<file path="src/hdl/sar_converter_pkg.sv">
// constants for the converter control block: register map, fields, states
// Contract
// - status write clears flag, starts conversion
// - flag bit 7 set per conversion
// - result byte read clears flag
// - flag not writable by software
// - interrupt on completion when enabled
// - interrupt level follows the flag
// - reset clears pending interrupt
// - continuous mode converts back to back
// - single mode: one conversion per write
// - channel codes route to pins, references
// - reserved codes select low reference
// - divide bus clock by 2*(prescale+1)
// - signed only when left justified
// - eight-bit result always in high byte
// - eight-bit unsigned: FF/00 and 00/00
// - ten-bit signed left: 7F/C0 and 80/00
// - ten-bit right: 03/FF and 00/00
// - left and right bit mapping
// - signed by inverting result msb
// - general control write aborts only
// - power-up clear aborts, resets low
package sar_converter_pkg;
	// apb byte addresses of the registers
	localparam logic [7:0] GEN_CTRL_ADDR    = 8'h00;
	localparam logic [7:0] STAT_CTRL_ADDR   = 8'h04;
	localparam logic [7:0] RESULT_HIGH_ADDR = 8'h08;
	localparam logic [7:0] RESULT_LOW_ADDR  = 8'h0C;
	// general control fields
	localparam int POWER_UP_BIT  = 7;
	localparam int JUSTIFY_BIT   = 6;
	localparam int EIGHT_BIT_BIT = 5;
	localparam int SIGNED_BIT    = 4;
	localparam int PRESCALE_MSB  = 3;
	// status and control fields
	localparam int DONE_FLAG_BIT = 7;
	localparam int IRQ_EN_BIT    = 6;
	localparam int CONT_BIT      = 5;
	localparam int CHANNEL_MSB   = 4;
	// reset values
	localparam logic [7:0] GEN_CTRL_RESET  = 8'h00;
	localparam logic [6:0] STAT_CTRL_RESET = 7'h00;
	// channel codes
	localparam int          NUM_INPUTS   = 8;
	localparam logic [4:0]  CH_HIGH_REF  = 5'h1E;
	localparam logic [4:0]  CH_LOW_REF   = 5'h1F;
	// prescaler counter width (factor up to 32)
	localparam int          PRE_W        = 5;
	// sequencer states
	typedef enum logic [1:0] {
		ST_IDLE    = 2'b01,
		ST_CONVERT = 2'b10
	} conv_state_t;
endpackage : sar_converter_pkg

</file>
<file path="src/hdl/sar_converter_control.sv">
// converter control: apb registers, sequencing, prescaler, result format
`timescale 1ns/1ps
module sar_converter_control (
	// clock and reset
	input  wire logic        pclk,
	input  wire logic        presetn,
	// apb slave
	input  wire logic        psel,
	input  wire logic        penable,
	input  wire logic        pwrite,
	input  wire logic [7:0]  paddr,
	input  wire logic [31:0] pwdata,
	output logic      [31:0] prdata,
	output logic             pready,
	output logic             pslverr,
	// sar core side
	input  wire logic        sar_done,
	input  wire logic [9:0]  sar_result,
	output logic             conv_start,
	output logic             conv_clk_en,
	output logic             converter_power_up,
	output logic [7:0]       analog_input_sel,
	output logic             high_reference_sel,
	output logic             low_reference_sel,
	// interrupt request
	output logic             done_irq
);
	// register state
	logic [7:0]  gen_q, gen_d;            // general control
	logic [6:0]  sc_q, sc_d;              // status control writable bits
	logic        flag_q, flag_d;          // conversion done flag
	logic [9:0]  raw_q, raw_d;            // latched raw result
	logic        irq_q, irq_d;            // interrupt output flop
	// apb state
	logic        ready_q, ready_d;
	logic        err_q, err_d;
	logic [31:0] rdata_q, rdata_d;
	// prescaler counter width, declared ahead of its first use
	localparam int PRE_W_L = sar_converter_pkg::PRE_W;
	// sequencer state
	sar_converter_pkg::conv_state_t state_q, state_d;
	logic        start_q, start_d;
	logic [PRE_W_L-1:0] pre_q, pre_d;
	logic        cen_q, cen_d;
	logic [7:0]  insel_q, insel_d;
	logic        hsel_q, hsel_d;
	logic        lsel_q, lsel_d;

	// bus decode helpers
	logic        access;               // access phase, before answer
	logic        fire;                 // transfer completes this edge
	logic        wr_gen, wr_sc, rd_res;
	logic        mapped;
	logic [7:0]  res_high, res_low;
	logic [7:0]  ch_dec;
	logic [4:0]  sel_ch;
	logic [PRE_W_L-1:0] pre_last;

	assign access = psel & penable & ~ready_q;
	assign fire   = psel & penable & ready_q;
	assign mapped = (paddr == sar_converter_pkg::GEN_CTRL_ADDR) |
	                (paddr == sar_converter_pkg::STAT_CTRL_ADDR) |
	                (paddr == sar_converter_pkg::RESULT_HIGH_ADDR) |
	                (paddr == sar_converter_pkg::RESULT_LOW_ADDR);
	assign wr_gen = fire & pwrite & (paddr == sar_converter_pkg::GEN_CTRL_ADDR);
	assign wr_sc  = fire & pwrite & (paddr == sar_converter_pkg::STAT_CTRL_ADDR);
	assign rd_res = fire & ~pwrite & ((paddr == sar_converter_pkg::RESULT_HIGH_ADDR) |
	                                  (paddr == sar_converter_pkg::RESULT_LOW_ADDR));

	// result formatting from the latched raw value and current control
	always_comb begin
		res_high = 8'h00;
		res_low  = 8'h00;
		if (gen_q[sar_converter_pkg::EIGHT_BIT_BIT]) begin
			// unsigned: full scale FF, low byte 00
			res_high = raw_q[9:2];
			if (!gen_q[sar_converter_pkg::JUSTIFY_BIT] && gen_q[sar_converter_pkg::SIGNED_BIT]) begin
				res_high[7] = ~raw_q[9];
			end
		end else if (!gen_q[sar_converter_pkg::JUSTIFY_BIT]) begin
			res_high = raw_q[9:2];
			res_low  = {raw_q[1:0], 6'h00};
			if (gen_q[sar_converter_pkg::SIGNED_BIT]) begin
				res_high[7] = ~raw_q[9];
			end
		end else begin
			res_high = {6'h00, raw_q[9:8]};
			res_low  = raw_q[7:0];
		end
	end

	// apb answer: one wait state, registered data and error
	always_comb begin
		// one wait state: ready follows the first access cycle
		ready_d = access;
		err_d   = 1'b0;
		// hold the last word between transfers so prdata stays quiet
		rdata_d = rdata_q;
		if (access) begin
			err_d   = ~mapped;
			rdata_d = 32'h0000_0000;
			unique case (paddr)
				sar_converter_pkg::GEN_CTRL_ADDR:    rdata_d[7:0] = gen_q;
				sar_converter_pkg::STAT_CTRL_ADDR:   rdata_d[7:0] = {flag_q, sc_q};
				sar_converter_pkg::RESULT_HIGH_ADDR: rdata_d[7:0] = res_high;
				sar_converter_pkg::RESULT_LOW_ADDR:  rdata_d[7:0] = res_low;
				default:                             rdata_d = 32'h0000_0000;
			endcase
		end
	end

	// apb registers
	always_ff @(posedge pclk or negedge presetn) begin
		if (!presetn) begin
			ready_q <= 1'b0;
			err_q   <= 1'b0;
			rdata_q <= 32'h0000_0000;
		end else begin
			ready_q <= ready_d;
			err_q   <= err_d;
			rdata_q <= rdata_d;
		end
	end

	// software control state and the done flag
	always_comb begin
		gen_d  = gen_q;
		sc_d   = sc_q;
		flag_d = flag_q;
		raw_d  = raw_q;
		// write sets power-up, reset value zero
		if (wr_gen) begin
			gen_d = pwdata[7:0];
		end
		// flag bit of write data dropped
		if (wr_sc) begin
			sc_d = pwdata[6:0];
		end
		if (wr_sc || rd_res) begin
			flag_d = 1'b0;
		end
		// completion wins over a same-cycle clear so no event is lost
		if (state_q == sar_converter_pkg::ST_CONVERT && sar_done) begin
			flag_d = 1'b1;
			raw_d  = sar_result;
		end
	end

	// control registers
	always_ff @(posedge pclk or negedge presetn) begin
		if (!presetn) begin
			gen_q  <= sar_converter_pkg::GEN_CTRL_RESET;
			sc_q   <= sar_converter_pkg::STAT_CTRL_RESET;
			flag_q <= 1'b0;
			raw_q  <= 10'h000;
		end else begin
			gen_q  <= gen_d;
			sc_q   <= sc_d;
			flag_q <= flag_d;
			raw_q  <= raw_d;
		end
	end

	// interrupt level, updated on the same edge as the flag
	always_comb begin
		// level tracks the flag
		// next flag value, so the request moves on the same edge as the flag
		irq_d = flag_d & sc_d[sar_converter_pkg::IRQ_EN_BIT];
	end

	// interrupt flop
	always_ff @(posedge pclk or negedge presetn) begin
		if (!presetn) begin
			irq_q <= 1'b0;
		end else begin
			irq_q <= irq_d;
		end
	end

	// channel decode, one bit per input pin
	// code taken from write data, used only on a status write
	assign sel_ch = pwdata[sar_converter_pkg::CHANNEL_MSB:0];
	// references are decoded in the sequencer, not in this loop
	genvar gi;
	generate
		for (gi = 0; gi < sar_converter_pkg::NUM_INPUTS; gi++) begin : g_ch
			assign ch_dec[gi] = (sel_ch == 5'(gi));
		end
	endgenerate

	// prescaler terminal count: 2*(prescale+1)-1
	// even division ratio
	assign pre_last = {gen_q[sar_converter_pkg::PRESCALE_MSB:0], 1'b1};

	// sequencer: start, abort, completion, prescaler
	always_comb begin
		state_d = state_q;
		start_d = 1'b0;
		pre_d   = pre_q;
		cen_d   = 1'b0;
		insel_d = insel_q;
		hsel_d  = hsel_q;
		lsel_d  = lsel_q;
		unique case (state_q)
			sar_converter_pkg::ST_IDLE: begin
				pre_d = '0;
			end
			sar_converter_pkg::ST_CONVERT: begin
				if (pre_q == pre_last) begin
					pre_d = '0;
					cen_d = 1'b1;
				end else begin
					// wraps only through the terminal compare above
					pre_d = pre_q + PRE_W_L'(1);
				end
				if (sar_done) begin
					if (sc_q[sar_converter_pkg::CONT_BIT]) begin
						start_d = 1'b1;
						pre_d   = '0;
						cen_d   = 1'b0;
					end else begin
						// single mode goes idle
						// a last enable may still leave; the idle core ignores it
						state_d = sar_converter_pkg::ST_IDLE;
					end
				end
			end
			default: state_d = sar_converter_pkg::ST_IDLE;
		endcase
		// status write restarts, also aborting a running conversion
		if (wr_sc && gen_q[sar_converter_pkg::POWER_UP_BIT]) begin
			state_d = sar_converter_pkg::ST_CONVERT;
			start_d = 1'b1;
			pre_d   = '0;
			cen_d   = 1'b0;
			insel_d = ch_dec;
			hsel_d  = (sel_ch == sar_converter_pkg::CH_HIGH_REF);
			lsel_d  = (ch_dec == 8'h00) && (sel_ch != sar_converter_pkg::CH_HIGH_REF);
		end
		if (wr_gen || !gen_q[sar_converter_pkg::POWER_UP_BIT]) begin
			state_d = sar_converter_pkg::ST_IDLE;
			start_d = 1'b0;
			cen_d   = 1'b0;
			pre_d   = '0;
		end
	end

	// sequencer registers
	always_ff @(posedge pclk or negedge presetn) begin
		if (!presetn) begin
			state_q <= sar_converter_pkg::ST_IDLE;
			start_q <= 1'b0;
			pre_q   <= '0;
			cen_q   <= 1'b0;
			insel_q <= 8'h00;
			hsel_q  <= 1'b0;
			// low reference out of reset keeps the select one-hot
			lsel_q  <= 1'b1;
		end else begin
			state_q <= state_d;
			start_q <= start_d;
			pre_q   <= pre_d;
			cen_q   <= cen_d;
			insel_q <= insel_d;
			hsel_q  <= hsel_d;
			lsel_q  <= lsel_d;
		end
	end

	// outputs straight from flops
	assign prdata             = rdata_q;
	assign pready             = ready_q;
	assign pslverr            = err_q;
	assign conv_start         = start_q;
	assign conv_clk_en        = cen_q;
	assign converter_power_up = gen_q[sar_converter_pkg::POWER_UP_BIT];
	assign analog_input_sel   = insel_q;
	assign high_reference_sel = hsel_q;
	assign low_reference_sel  = lsel_q;
	assign done_irq           = irq_q;
endmodule : sar_converter_control

</file>
<file path="config.mk">
export PLATFORM = sky130hd
export DESIGN_NAME = sar_converter_control
export DESIGN_NICKNAME = d
export VERILOG_FILES = /design/src/hdl/sar_converter_pkg.sv /design/src/hdl/sar_converter_control.sv
export SDC_FILE = /design/constraint.sdc
export NUM_CORES = 1
export LEC_CHECK = 0
export BUFFER_PORTS_ARGS = -buffer_cell sky130_fd_sc_hd__buf_2
export CORE_UTILIZATION = 43
export CTS_BUF_LIST = sky130_fd_sc_hd__clkbuf_16
export DETAILED_ROUTE_END_ITERATION = 6
export PLACE_DENSITY = 0.74
export SYNTH_ARGS = -nofsm -noshare
export SYNTH_HDL_FRONTEND = slang
export SYNTH_SLANG_ARGS = --single-unit
</file>
<file path="constraint.sdc">
create_clock -name pclk -period 2.1 [get_ports pclk]
set_input_delay 0.105 -clock pclk [delete_from_list [all_inputs] [get_ports pclk]]
set_output_delay 0.105 -clock pclk [all_outputs]
set_load 0.01 [all_outputs]
</file>
==> flow_summary.yaml, run 1 <==
die:
  core_region_area_um2: 6490
  floorplan.initialDensity_pct: 45.7
  die_w_um: 85.1
  floorplan.rows: 29
  die_area_um2: 7240
  die_h_um: 85.1
  io_pins: 104
clock_tree:
  tritoncts: "built"
  cts_buffers: 5
  clock_transition_at_the_register_clock_pins_on_the_worst_setup_and_hold_paths_after_cts_ns: 0.07
  clk_latency_ns: 0.29
  post_cts_resize_count: 0
  max-clock-path-buffers: 2
  cts_sinks: 56
  h_tree_levels: 2
  cts_root_buffer: "clkbuf_16"
  cts_setup_buffers: 0
synth:
  synth-edff-count: 0
  synth.yosys.seq_area_share_pct: 47.3
  synth-seq-cells: 56
  post_synth_design_cell_area_um2: 2970
  most_common_cell_in_the_netlist: "nand2_1"
  yosysWarnings: 0
  synth_top_cells_by_count: "nand2_1 (61), dfrtp_1 (54), buf_4 (24)"
  synthesis.instances: 306
  synth_largest_area_cell: "dfrtp_1"
  postSynth.topFlopCell: "dfrtp_1"
  synthDistinctLibCells: 48
  syn-mean-instance-area_um2: 9.69
  synth_largest_type_area_fraction_pct: 45.6
  asyncSetResetFlopFracSynth_pct: 100
  post_synth_main_area_contributors: "dfrtp_1 (46%), nand2_1 (7.7%), buf_4 (6.1%), mux2_2 (4.2%), mux2i_1 (2.7%)"
worst_setup_path:
  worstPathArrival_ns: 1.93
  worst-setup-path-type: "reg2reg"
  endpoint_of_the_worst_slack_reg_to_reg_timing_path: "pre_q[1]$_DFFE_PN0P_"
  critical_path_peak_fanout: 5
  worstPathRequired_ns: 2.28
  number_of_cells_on_the_worst_reg_to_reg_path: 5
  start_kind: "register"
  reg2reg_from: "pre_q[2]$_DFFE_PN0P_"
  r2r_slack_ns: 0.35
  setup.worst_path.end_class: "register"
worst_hold_path:
  min_to: "raw_q[7]$_DFFE_PN0P_"
  timing.hold.worst.class: "in2reg"
  hold-path-cell-count: 3
  hold_path.startpoint: "sar_result[7]"
route:
  post-route-drc-count: 0
  route.final.wire_length_um: 6120
  via_count: 2337
  vias_per_cell: 5.34
  drt_pre_antenna_iters: 4
  detail_route.iter0.violations: 135
  antenna_violating_nets_post_route: 0
  wire_per_inst_um: 14.0
timing:
  period_needed_ns: 1.75
  setup_viol_count_final: 0
  timing.setup.tns_ns: 0
  worstMarginPinSlew_ns: 0.623
  grt_setup_unrepaired: "no"
  worst_clock_skew_ns: 0.00375
  timing.final.crit_share_pct: 83.5
  final_max_slew_viol_count: 0
  hold_viol_final: 0
  fmaxAchievable_mhz: 570
  slew_headroom_pct: 58.5
power:
  max-vdd-ir-drop_mv: 0.385
  power_mw: 2.04
  combinationalPowerShare_pct: 7.1
  power.density_nw_per_um2: 605
  power.share.switching_pct: 23.3
  power.net_switching_mw: 0.476
  leakagePower_nw: 1.75
  p_int_mw: 1.56
  p_clk_share_pct: 39.7
  seq_power_share_pct: 53.2
outcome:
  run_status: "finished clean"
run:
  maxCapViolations: 0
placed_design:
  place.detailed.hpwl_um: 4470
  quantity_of_i_o_buffers_inserted_on_ports: 55
  place.detailed.instances: 428
  routability_congestion: 0.862
grt:
  global_route.usage.total_pct: 17.6
  grt_first_pass_wirelength_um: 10200
  maximum_number_of_pins_on_one_net_before_global_route_repair: 57
  grt_antenna_before_repair: 0
  grt_remaining_overflow: 0
  first_global_vias: 2124
layout:
  finish.cell_count_without_fillers: 438
  synthToLayoutAreaGrowth_pct: 13.7
  num-fill-cells: 591
  diodes: 0
  drive_above_1_share_pct: 24.1
  finish.net_count: 417
==> sequential cells by signal, indices dropped and copies added (netlist names), 2 cells and up <==
name and flops:
prdata 8, raw_q 10, sc_q 7, analog_input_sel 8
pre_q 5, gen_q 8, state_q 2
==> per-stage QoR <==
| stage | utilization (%) | hold slack [ns] | instance area [um2] | worst slack, ns |
|---|---|---|---|---|
| finish | 51.9 | 0.000285 | 3370 | 0.346 |
| global route | 51.9 | 0.0161 | 3370 | 0.261 |
| CTS | 51.9 | 0.0000394 | 3370 | 0.407 |
| detailed placement | 49.5 | 0.126 | 3210 | 0.397 |
| global placement | 49.5 | 0.122 | 3210 | 0.437 |
| floorplan | - | -0.191 | 3050 | 0.628 |
==> worst max path at each step <==
stage	start	endpoint	slack (ns)	cells past startpoint
6_report	pre_q[2]$_DFFE_PN0P_	pre_q[1]$_DFFE_PN0P_	0.35	5
5_1_grt	pre_q[2]$_DFFE_PN0P_	pre_q[1]$_DFFE_PN0P_	0.26	5
4_1_cts	pre_q[2]$_DFFE_PN0P_	pre_q[1]$_DFFE_PN0P_	0.41	5
3_5_place_dp	paddr[1]	gen_q[4]$_DFFE_PN0P_	0.40	5
3_3_place_gp	paddr[1]	gen_q[6]$_DFFE_PN0P_	0.44	5
2_1_floorplan	pready$_DFF_PN0_	gen_q[0]$_DFFE_PN0P_	0.63	4
==> cells in the final DEF, fill, tap and decap left out, types with 2 or more instances in the layout <==
master and count:
a211oi_1 4, a21o_1 6, a21oi_1 9, a32oi_1 3
and2_1 4, and3_1 3, buf_2 55, buf_4 2
clkbuf_16 5, clkinv_2 2, conb_1 24, dfrtp_1 54
dfstp_2 2, dlygate4sd3_1 2, inv_1 7, mux2_2 11
mux2_4 4, mux2i_1 8, nand2_1 61, nand2b_1 6
nand3_1 7, nand3b_1 2, nand4_1 5, nor2_1 11
nor2b_1 7, nor3_1 4, nor4_1 4, o2111ai_1 2
o211ai_1 4, o21ai_0 13, o21ai_1 4, o31ai_1 4
or4_1 2, xnor2_1 3
==> repair_timing <==
item,CTS,global route
hold endpoints to repair,55,0
setup endpoints to repair,0,0
hold buffers,2,0
==> routing by layer <==
metal	GRT usage, %	share of wire [%]	vias up
met3	3.31	5.0	6
met1	23.7	46	1123
met5	0	0	-
met2	29.3	47	74
li1	-	-	1134
met4	5.08	1.3	0
==> power groups by stage <==
| stage | sequential, mW | clock (mW) | combinational (mW) |
|---|---|---|---|
| 2_1_floorplan | 1.11 | 0 | 0.0973 |
| 3_3_place_gp | 1.11 | 0 | 0.141 |
| 3_5_place_dp | 1.11 | 0 | 0.143 |
| 4_1_cts | 1.08 | 0.823 | 0.147 |
| 5_1_grt | 1.08 | 0.868 | 0.164 |
| 6_report | 1.09 | 0.810 | 0.145 |
==> kinds of logic after synthesis <==
kind of cell | synth area share (%)
xor+xnor | 0.886
buf+inv | 9.15
compound gates | 12.5
other cells | 0.126
mux | 8.90
fa+ha+maj | 0.422
flops | 47.3
simple gates | 20.7
==> worst max-delay path, stage by stage (launching register included) <==
cell and delay (ns):
dfrtp_1 0.41, inv_1 0.10, a222oi_1 0.59, a31oi_1 0.28
a22oi_1 0.20, nor2_1 0.06
==> area by class of cell <==
| class | count | area [um2] | share of cell area [%] |
|---|---|---|---|
| inverters | 7 | 26.3 | 0.779 |
| well taps | 77 | 96.3 | 2.86 |
| repair buffers | 60 | 330 | 9.79 |
| clock inverters | 3 | 13.8 | 0.408 |
| flip-flops and latches | 56 | 1400 | 41.6 |
| multi-input cells | 230 | 1380 | 40.8 |
| clock buffers | 5 | 125 | 3.71 |
(Power assumes the default switching activity.)
==> inputs of run 2 (changes only) <==
PLACE_DENSITY = 0.77   (was 0.74)
clock period = 1.45 ns   (was 2.1 ns; I/O delays follow)
==> run 2 against run 1 <==
  * The flow now finishes with violations (negative setup slack)
  * Sequential cell count did not move
  * Via count rose by 8.0%
  * Register-to-register slack got worse by 0.40 ns
  * Worst setup slack got worse by 0.40 ns
  * Final cell count rose by 8.0%
  * Sequential power rose by 44%
  * Final area rose by 13%
  * Sequential share of layout area fell by 4.7 points
  * Hold slack improved by 0.048 ns
  * Combinational power rose by 82%
  * Wire length rose by 14%
  * First-iteration DRC count fell by 3.0%
==> flow_summary.yaml, run 2 (synthesized netlist as in run 1, its figures left out) <==
timing:
  timing.final.crit_share_pct: 104
  worstMarginPinSlew_ns: 0.539
  period_needed_ns: 1.50
  hold_viol_final: 0
  slew_headroom_pct: 64.0
  grt_setup_unrepaired: "yes"
  setup_viol_count_final: 6
  final_max_slew_viol_count: 0
  fmaxAchievable_mhz: 665
  setup_ws_post_layout_ns: -0.0530
  worst_clock_skew_ns: 0.00528
layout:
  diodes: 0
  number_of_flip_flops_under_the_largest_register_name: 10
  largest_register: "raw_q"
  final_core_util_pct: 58.7
  final-seq-area_um2: 1410
  drive_above_1_share_pct: 33.1
  num-fill-cells: 542
  synthToLayoutAreaGrowth_pct: 28.6
  final_common_cell: "nand2_1"
  multiInputGateArea_um2: 1500
  finish.net_count: 452
  mostFrequentLayoutCells: "nand2_1 (60), buf_2 (55), dfrtp_1 (52), conb_1 (24), buf_4 (22)"
outcome:
  run_status: "complete, but fails checks"
  violations: "negative setup slack"
worst_hold_path:
  min_to: "gen_q[5]$_DFFE_PN0P_"
  timing.hold.worst.class: "in2reg"
  hold_path.startpoint: "pwdata[5]"
  hold-path-cell-count: 2
grt:
  global_route.usage.total_pct: 19.7
  maximum_number_of_pins_on_one_net_before_global_route_repair: 29
  first_global_vias: 2422
  grt_remaining_overflow: 0
  grt_first_pass_wirelength_um: 11200
  grt_antenna_before_repair: 0
route:
  vias_per_cell: 5.34
  detail_route.iter0.violations: 131
  via_count: 2524
  antenna_violating_nets_post_route: 0
  wire_per_inst_um: 14.8
  route.final.wire_length_um: 6990
  post-route-drc-count: 0
  drt_pre_antenna_iters: 4
  met2_length_um: 3380
  met1Wirelength_um: 3020
  met3WireLength_um: 387
  highest-signal-layer: "met4"
worst_setup_path:
  worst_path_dominant_cell_family: "simple AND/OR/NAND/NOR gates"
  setup.worst_path.end_class: "register"
  worst-setup-path-type: "reg2reg"
  number_of_cells_on_the_worst_reg_to_reg_path: 4
  endpoint_of_the_worst_slack_reg_to_reg_timing_path: "gen_q[1]$_DFFE_PN0P_"
  worstPathRequired_ns: 1.63
  crit_buf_inv: 0
  critical_path.slowest_cell: "mux2_2"
  critical_path_peak_fanout: 7
  max_stage_delay_ns: 0.37
  crit_chain: "and3_4 -> nand4_1 -> nor2_4 -> mux2_2"
  r2r_slack_ns: -0.05
  reg2reg_from: "pready$_DFF_PN0_"
  worstPathArrival_ns: 1.68
  start_kind: "register"
clock_tree:
  clock_transition_at_the_register_clock_pins_on_the_worst_setup_and_hold_paths_after_cts_ns: 0.07
  clk_latency_ns: 0.29
  cts_root_buffer: "clkbuf_16"
  h_tree_levels: 2
  tritoncts: "built"
  cts_sinks: 56
  cts_buffers: 5
  max-clock-path-buffers: 2
run:
  maxCapViolations: 0
placed_design:
  place.detailed.hpwl_um: 4970
  quantity_of_i_o_buffers_inserted_on_ports: 55
  routability_congestion: 0.921
  dp_worst_setup_slack_ns: -0.119
die:
  die_area_um2: 7240
  floorplan.initialDensity_pct: 45.7
  die_w_um: 85.1
  die_h_um: 85.1
  io_pins: 104
  core_region_area_um2: 6490
  floorplan.rows: 29
power:
  leakagePower_nw: 1.95
  max-vdd-ir-drop_mv: 0.645
  power.density_nw_per_um2: 787
## run 2: changes by cell type in the layout (fill, tap and decap cells not counted), sizes merged
| cell | previous run | this run |
|---|---|---|
| dlygate4sd3 | 2 | 12 |
| buf | 58 | 83 |
## run 2: metrics by stage
stage | cells | instance area (um2) | hold WS, ns | total power [mW] | setup TNS, ns
6_report | 473 | 3810 | 0.0482 | 3.00 | -0.157
5_1_grt | 473 | 3810 | 0.0459 | 3.10 | -1.12
4_1_cts | 471 | 3670 | 0.0418 | 3.00 | -0.00391
3_5_place_dp | 448 | 3370 | 0.0811 | 1.82 | -1.35
3_3_place_gp | 448 | 3370 | 0.0689 | 1.82 | -0.656
2_1_floorplan | 329 | 3060 | -0.223 | 1.75 | 0
## run 2: what timing repair did
item,4_1_cts,5_1_grt
setup endpoints to repair,14,34
endpoints found under the hold margin,30,0
resized for setup,6,28
setup buffers,3,1
gates cloned,0,1
pin swaps,6,10
hold buffers,12,0
## run 2: cell type report
class,count,share of cell area [%]
Tap cell,77,2.53
Multi-Input combinational cell,230,39.3
Sequential cell,56,36.9
Clock buffer,5,3.28
Inverter,7,0.689
Timing Repair Buffer,95,16.9
Clock inverter,3,0.361
## run 2: metal layers
metal	track usage, %	vias up
met5	0	-
met4	9.71	0
met3	3.11	17
met2	32.8	101
met1	25.0	1201
li1	-	1205
## run 2: worst max path at each step
stage | cells past startpoint | slack [ns] | to | startpoint
after detailed placement | 6 | -0.12 | analog_input_sel[3]$_DFFE_PN0N_ | paddr[1]
after global routing | 5 | -0.11 | pre_q[4]$_DFFE_PN0P_ | gen_q[1]$_DFFE_PN0P_
after CTS | 6 | -0.004 | pre_q[3]$_DFFE_PN0P_ | pre_q[2]$_DFFE_PN0P_
after global placement | 6 | -0.08 | analog_input_sel[3]$_DFFE_PN0N_ | paddr[1]
after floorplan | 4 | 0.02 | gen_q[0]$_DFFE_PN0P_ | pready$_DFF_PN0_
final | 4 | -0.05 | gen_q[1]$_DFFE_PN0P_ | pready$_DFF_PN0_
## run 2: power by group
group	leakage [nW]	total (mW)	internal, mW	switching (mW)
Combinational	1.12	0.264	0.102	0.162
Sequential	0.760	1.57	1.57	0.00372
Clock	0.0710	1.16	0.629	0.535
## run 2: worst reg2reg max path: cells and delay by family (launching register included)
| kind | cells | cell delay (ns) |
|---|---|---|
| flops | 1 | 0.35 |
| mux | 1 | 0.37 |
| simple gates | 3 | 0.67 |
==> inputs of run 3 (changes only) <==
CELL_PAD_IN_SITES_DETAIL_PLACEMENT = 2   (was not set)
CELL_PAD_IN_SITES_GLOBAL_PLACEMENT = 2   (was not set)
CORE_UTILIZATION = 27   (was 43)
PLACE_DENSITY = 0.81   (was 0.77)
==> run 3 against run 2 <==
  * The run still ends with negative setup slack left
  * Sequential share of layout area is 3.5 points lower
  * Via count increased by 11%
  * Global-route usage down 0.38 points
  * Register-to-register slack lost 0.10 ns
  * Sequential power barely moved
  * Sequential cell count is the same
  * Critical path type unchanged
==> flow_summary.yaml, run 3 (synthesized netlist as in run 1, its figures left out) <==
route:
  route.final.wire_length_um: 12100
  detail_route.iter0.violations: 106
  post-route-drc-count: 0
  wire_per_inst_um: 21.9
  via_count: 2792
  antenna_violating_nets_post_route: 0
  drt_pre_antenna_iters: 4
  vias_per_cell: 5.05
clock_tree:
  tritoncts: "built"
  cts_buffers: 5
  cts_sinks: 56
  clk_latency_ns: 0.30
  clock_transition_at_the_register_clock_pins_on_the_worst_setup_and_hold_paths_after_cts_ns: 0.08
  cts_root_buffer: "clkbuf_16"
  max-clock-path-buffers: 2
  h_tree_levels: 2
worst_setup_path:
  number_of_cells_on_the_worst_reg_to_reg_path: 7
  critical_path_peak_fanout: 3
  max_stage_delay_ns: 0.41
  crit_chain: "and3_4 -> nand4_1 -> buf_4 -> o21ai_2 -> buf_6 -> a21o_1 -> inv_1"
  reg2reg_from: "pready$_DFF_PN0_"
  worstPathArrival_ns: 1.79
  setup.worst_path.end_class: "register"
  endpoint_of_the_worst_slack_reg_to_reg_timing_path: "state_q[1]$_DFFE_PN0P_"
  r2r_slack_ns: -0.16
  critical_path.slowest_cell: "dfrtp_1"
  crit_buf_inv: 3
  worstPathRequired_ns: 1.64
  start_kind: "register"
  worst-setup-path-type: "reg2reg"
  worst_path_dominant_cell_family: "flip-flops"
timing:
  final_max_slew_viol_count: 0
  timing.setup.tns_ns: -2.05
  setup_ws_post_layout_ns: -0.157
  worstMarginPinSlew_ns: 0.581
  period_needed_ns: 1.61
  hold_viol_final: 0
  setup_viol_count_final: 36
  hold_slack_ns: 0.0627
  fmaxAchievable_mhz: 622
  timing.final.crit_share_pct: 111
  grt_setup_unrepaired: "yes"
  slew_headroom_pct: 61.0
  worst_clock_skew_ns: 0.00619
run:
  maxCapViolations: 0
die:
  core_region_area_um2: 10500
  floorplan.rows: 37
  die_w_um: 107
  floorplan.initialDensity_pct: 28.2
  die_h_um: 107
  die_area_um2: 11400
  io_pins: 104
placed_design:
  dpl-instance-area_um2: 3540
  routability_congestion: 0.777
  quantity_of_i_o_buffers_inserted_on_ports: 55
  place.detailed.instances: 519
  dp_worst_setup_slack_ns: -0.223
  place.detailed.hpwl_um: 6850
layout:
  drive_above_1_share_pct: 42.0
  final_common_cell: "buf_2"
  diodes: 0
  mostFrequentLayoutCells: "buf_2 (55), nand2_1 (51), dfrtp_1 (51), buf_4 (34), conb_1 (24)"
  num-fill-cells: 1100
  final_core_util_pct: 40.2
  largest_register: "raw_q"
  synthToLayoutAreaGrowth_pct: 42.3
  number_of_flip_flops_under_the_largest_register_name: 10
  final_area_um2: 4220
  finish.net_count: 473
  finish.cell_count_without_fillers: 553
grt:
  global_route.usage.total_pct: 19.3
  grt_remaining_overflow: 0
  grt_first_pass_wirelength_um: 16900
  grt_antenna_before_repair: 0
  first_global_vias: 3029
  maximum_number_of_pins_on_one_net_before_global_route_repair: 57
power:
  power_mw: 3.16
  power.density_nw_per_um2: 749
  max-vdd-ir-drop_mv: 0.416
  leakagePower_nw: 2.10
worst_hold_path:
  hold_path.startpoint: "pwdata[5]"
  timing.hold.worst.class: "in2reg"
  hold-path-cell-count: 2
  min_to: "gen_q[5]$_DFFE_PN0P_"
outcome:
  violations: "negative setup slack"
  run_status: "complete, but fails checks"
-- run 3: cell types whose count changed in the layout (fill, tap and decap cells not counted), moves of 3 or more --
cell     delta
buf_4      +12
nand2_1     -9
buf_6       +6
nand2_2     +6
o21ai_2     +5
mux2_2      -4
mux2_4      +4
a21oi_1     -3
a21oi_2     +3
nand2_4     +3
o21ai_0     -3
-- run 3: timing repair --
item,4_1_cts,5_1_grt
gates cloned,2,1
buffers inserted,6,5
pin swaps,15,15
hold buffers,12,0
gates resized for setup,28,47
setup endpoints to repair,27,52
endpoints found under the hold margin,65,0
-- run 3: cell type report --
cell class | count | area (um2) | area share, %
Inverter | 7 | 26.3 | 0.622
Sequential cell | 56 | 1410 | 33.3
Timing Repair Buffer | 114 | 823 | 19.5
Multi-Input combinational cell | 232 | 1640 | 38.9
Tap cell | 136 | 170 | 4.03
Clock inverter | 3 | 25.0 | 0.593
Clock buffer | 5 | 125 | 2.96
-- run 3: how the worst max path moves through the flow --
stage	startpoint	end	slack [ns]	cells past startpoint
4_1_cts	gen_q[1]$_DFFE_PN0P_	pre_q[1]$_DFFE_PN0P_	-0.06	5
5_1_grt	gen_q[1]$_DFFE_PN0P_	pre_q[4]$_DFFE_PN0P_	-0.22	5
6_report	pready$_DFF_PN0_	state_q[1]$_DFFE_PN0P_	-0.16	7
3_3_place_gp	paddr[1]	analog_input_sel[7]$_DFFE_PN0N_	-0.12	6
3_5_place_dp	paddr[1]	analog_input_sel[7]$_DFFE_PN0N_	-0.22	6
2_1_floorplan	pready$_DFF_PN0_	gen_q[0]$_DFFE_PN0P_	0.02	4
-- run 3: power by group --
part           total, mW  internal (mW)  switching (mW)
logic              0.310          0.113           0.197
registers           1.57           1.57         0.00516
clock network       1.28          0.656           0.625
total               3.16           2.34           0.828
-- run 3: layer usage --
layer  wire length (um)  part of all wire, %  vias to the layer above  track usage (%)
met1               4760                   39                     1422             23.8
li1                   -                    -                     1245                -
met2               6480                   53                      101             34.5
met3                564                  4.7                       24             2.49
met4                324                  2.7                        0             6.56
met5                  0                    0                        -                0
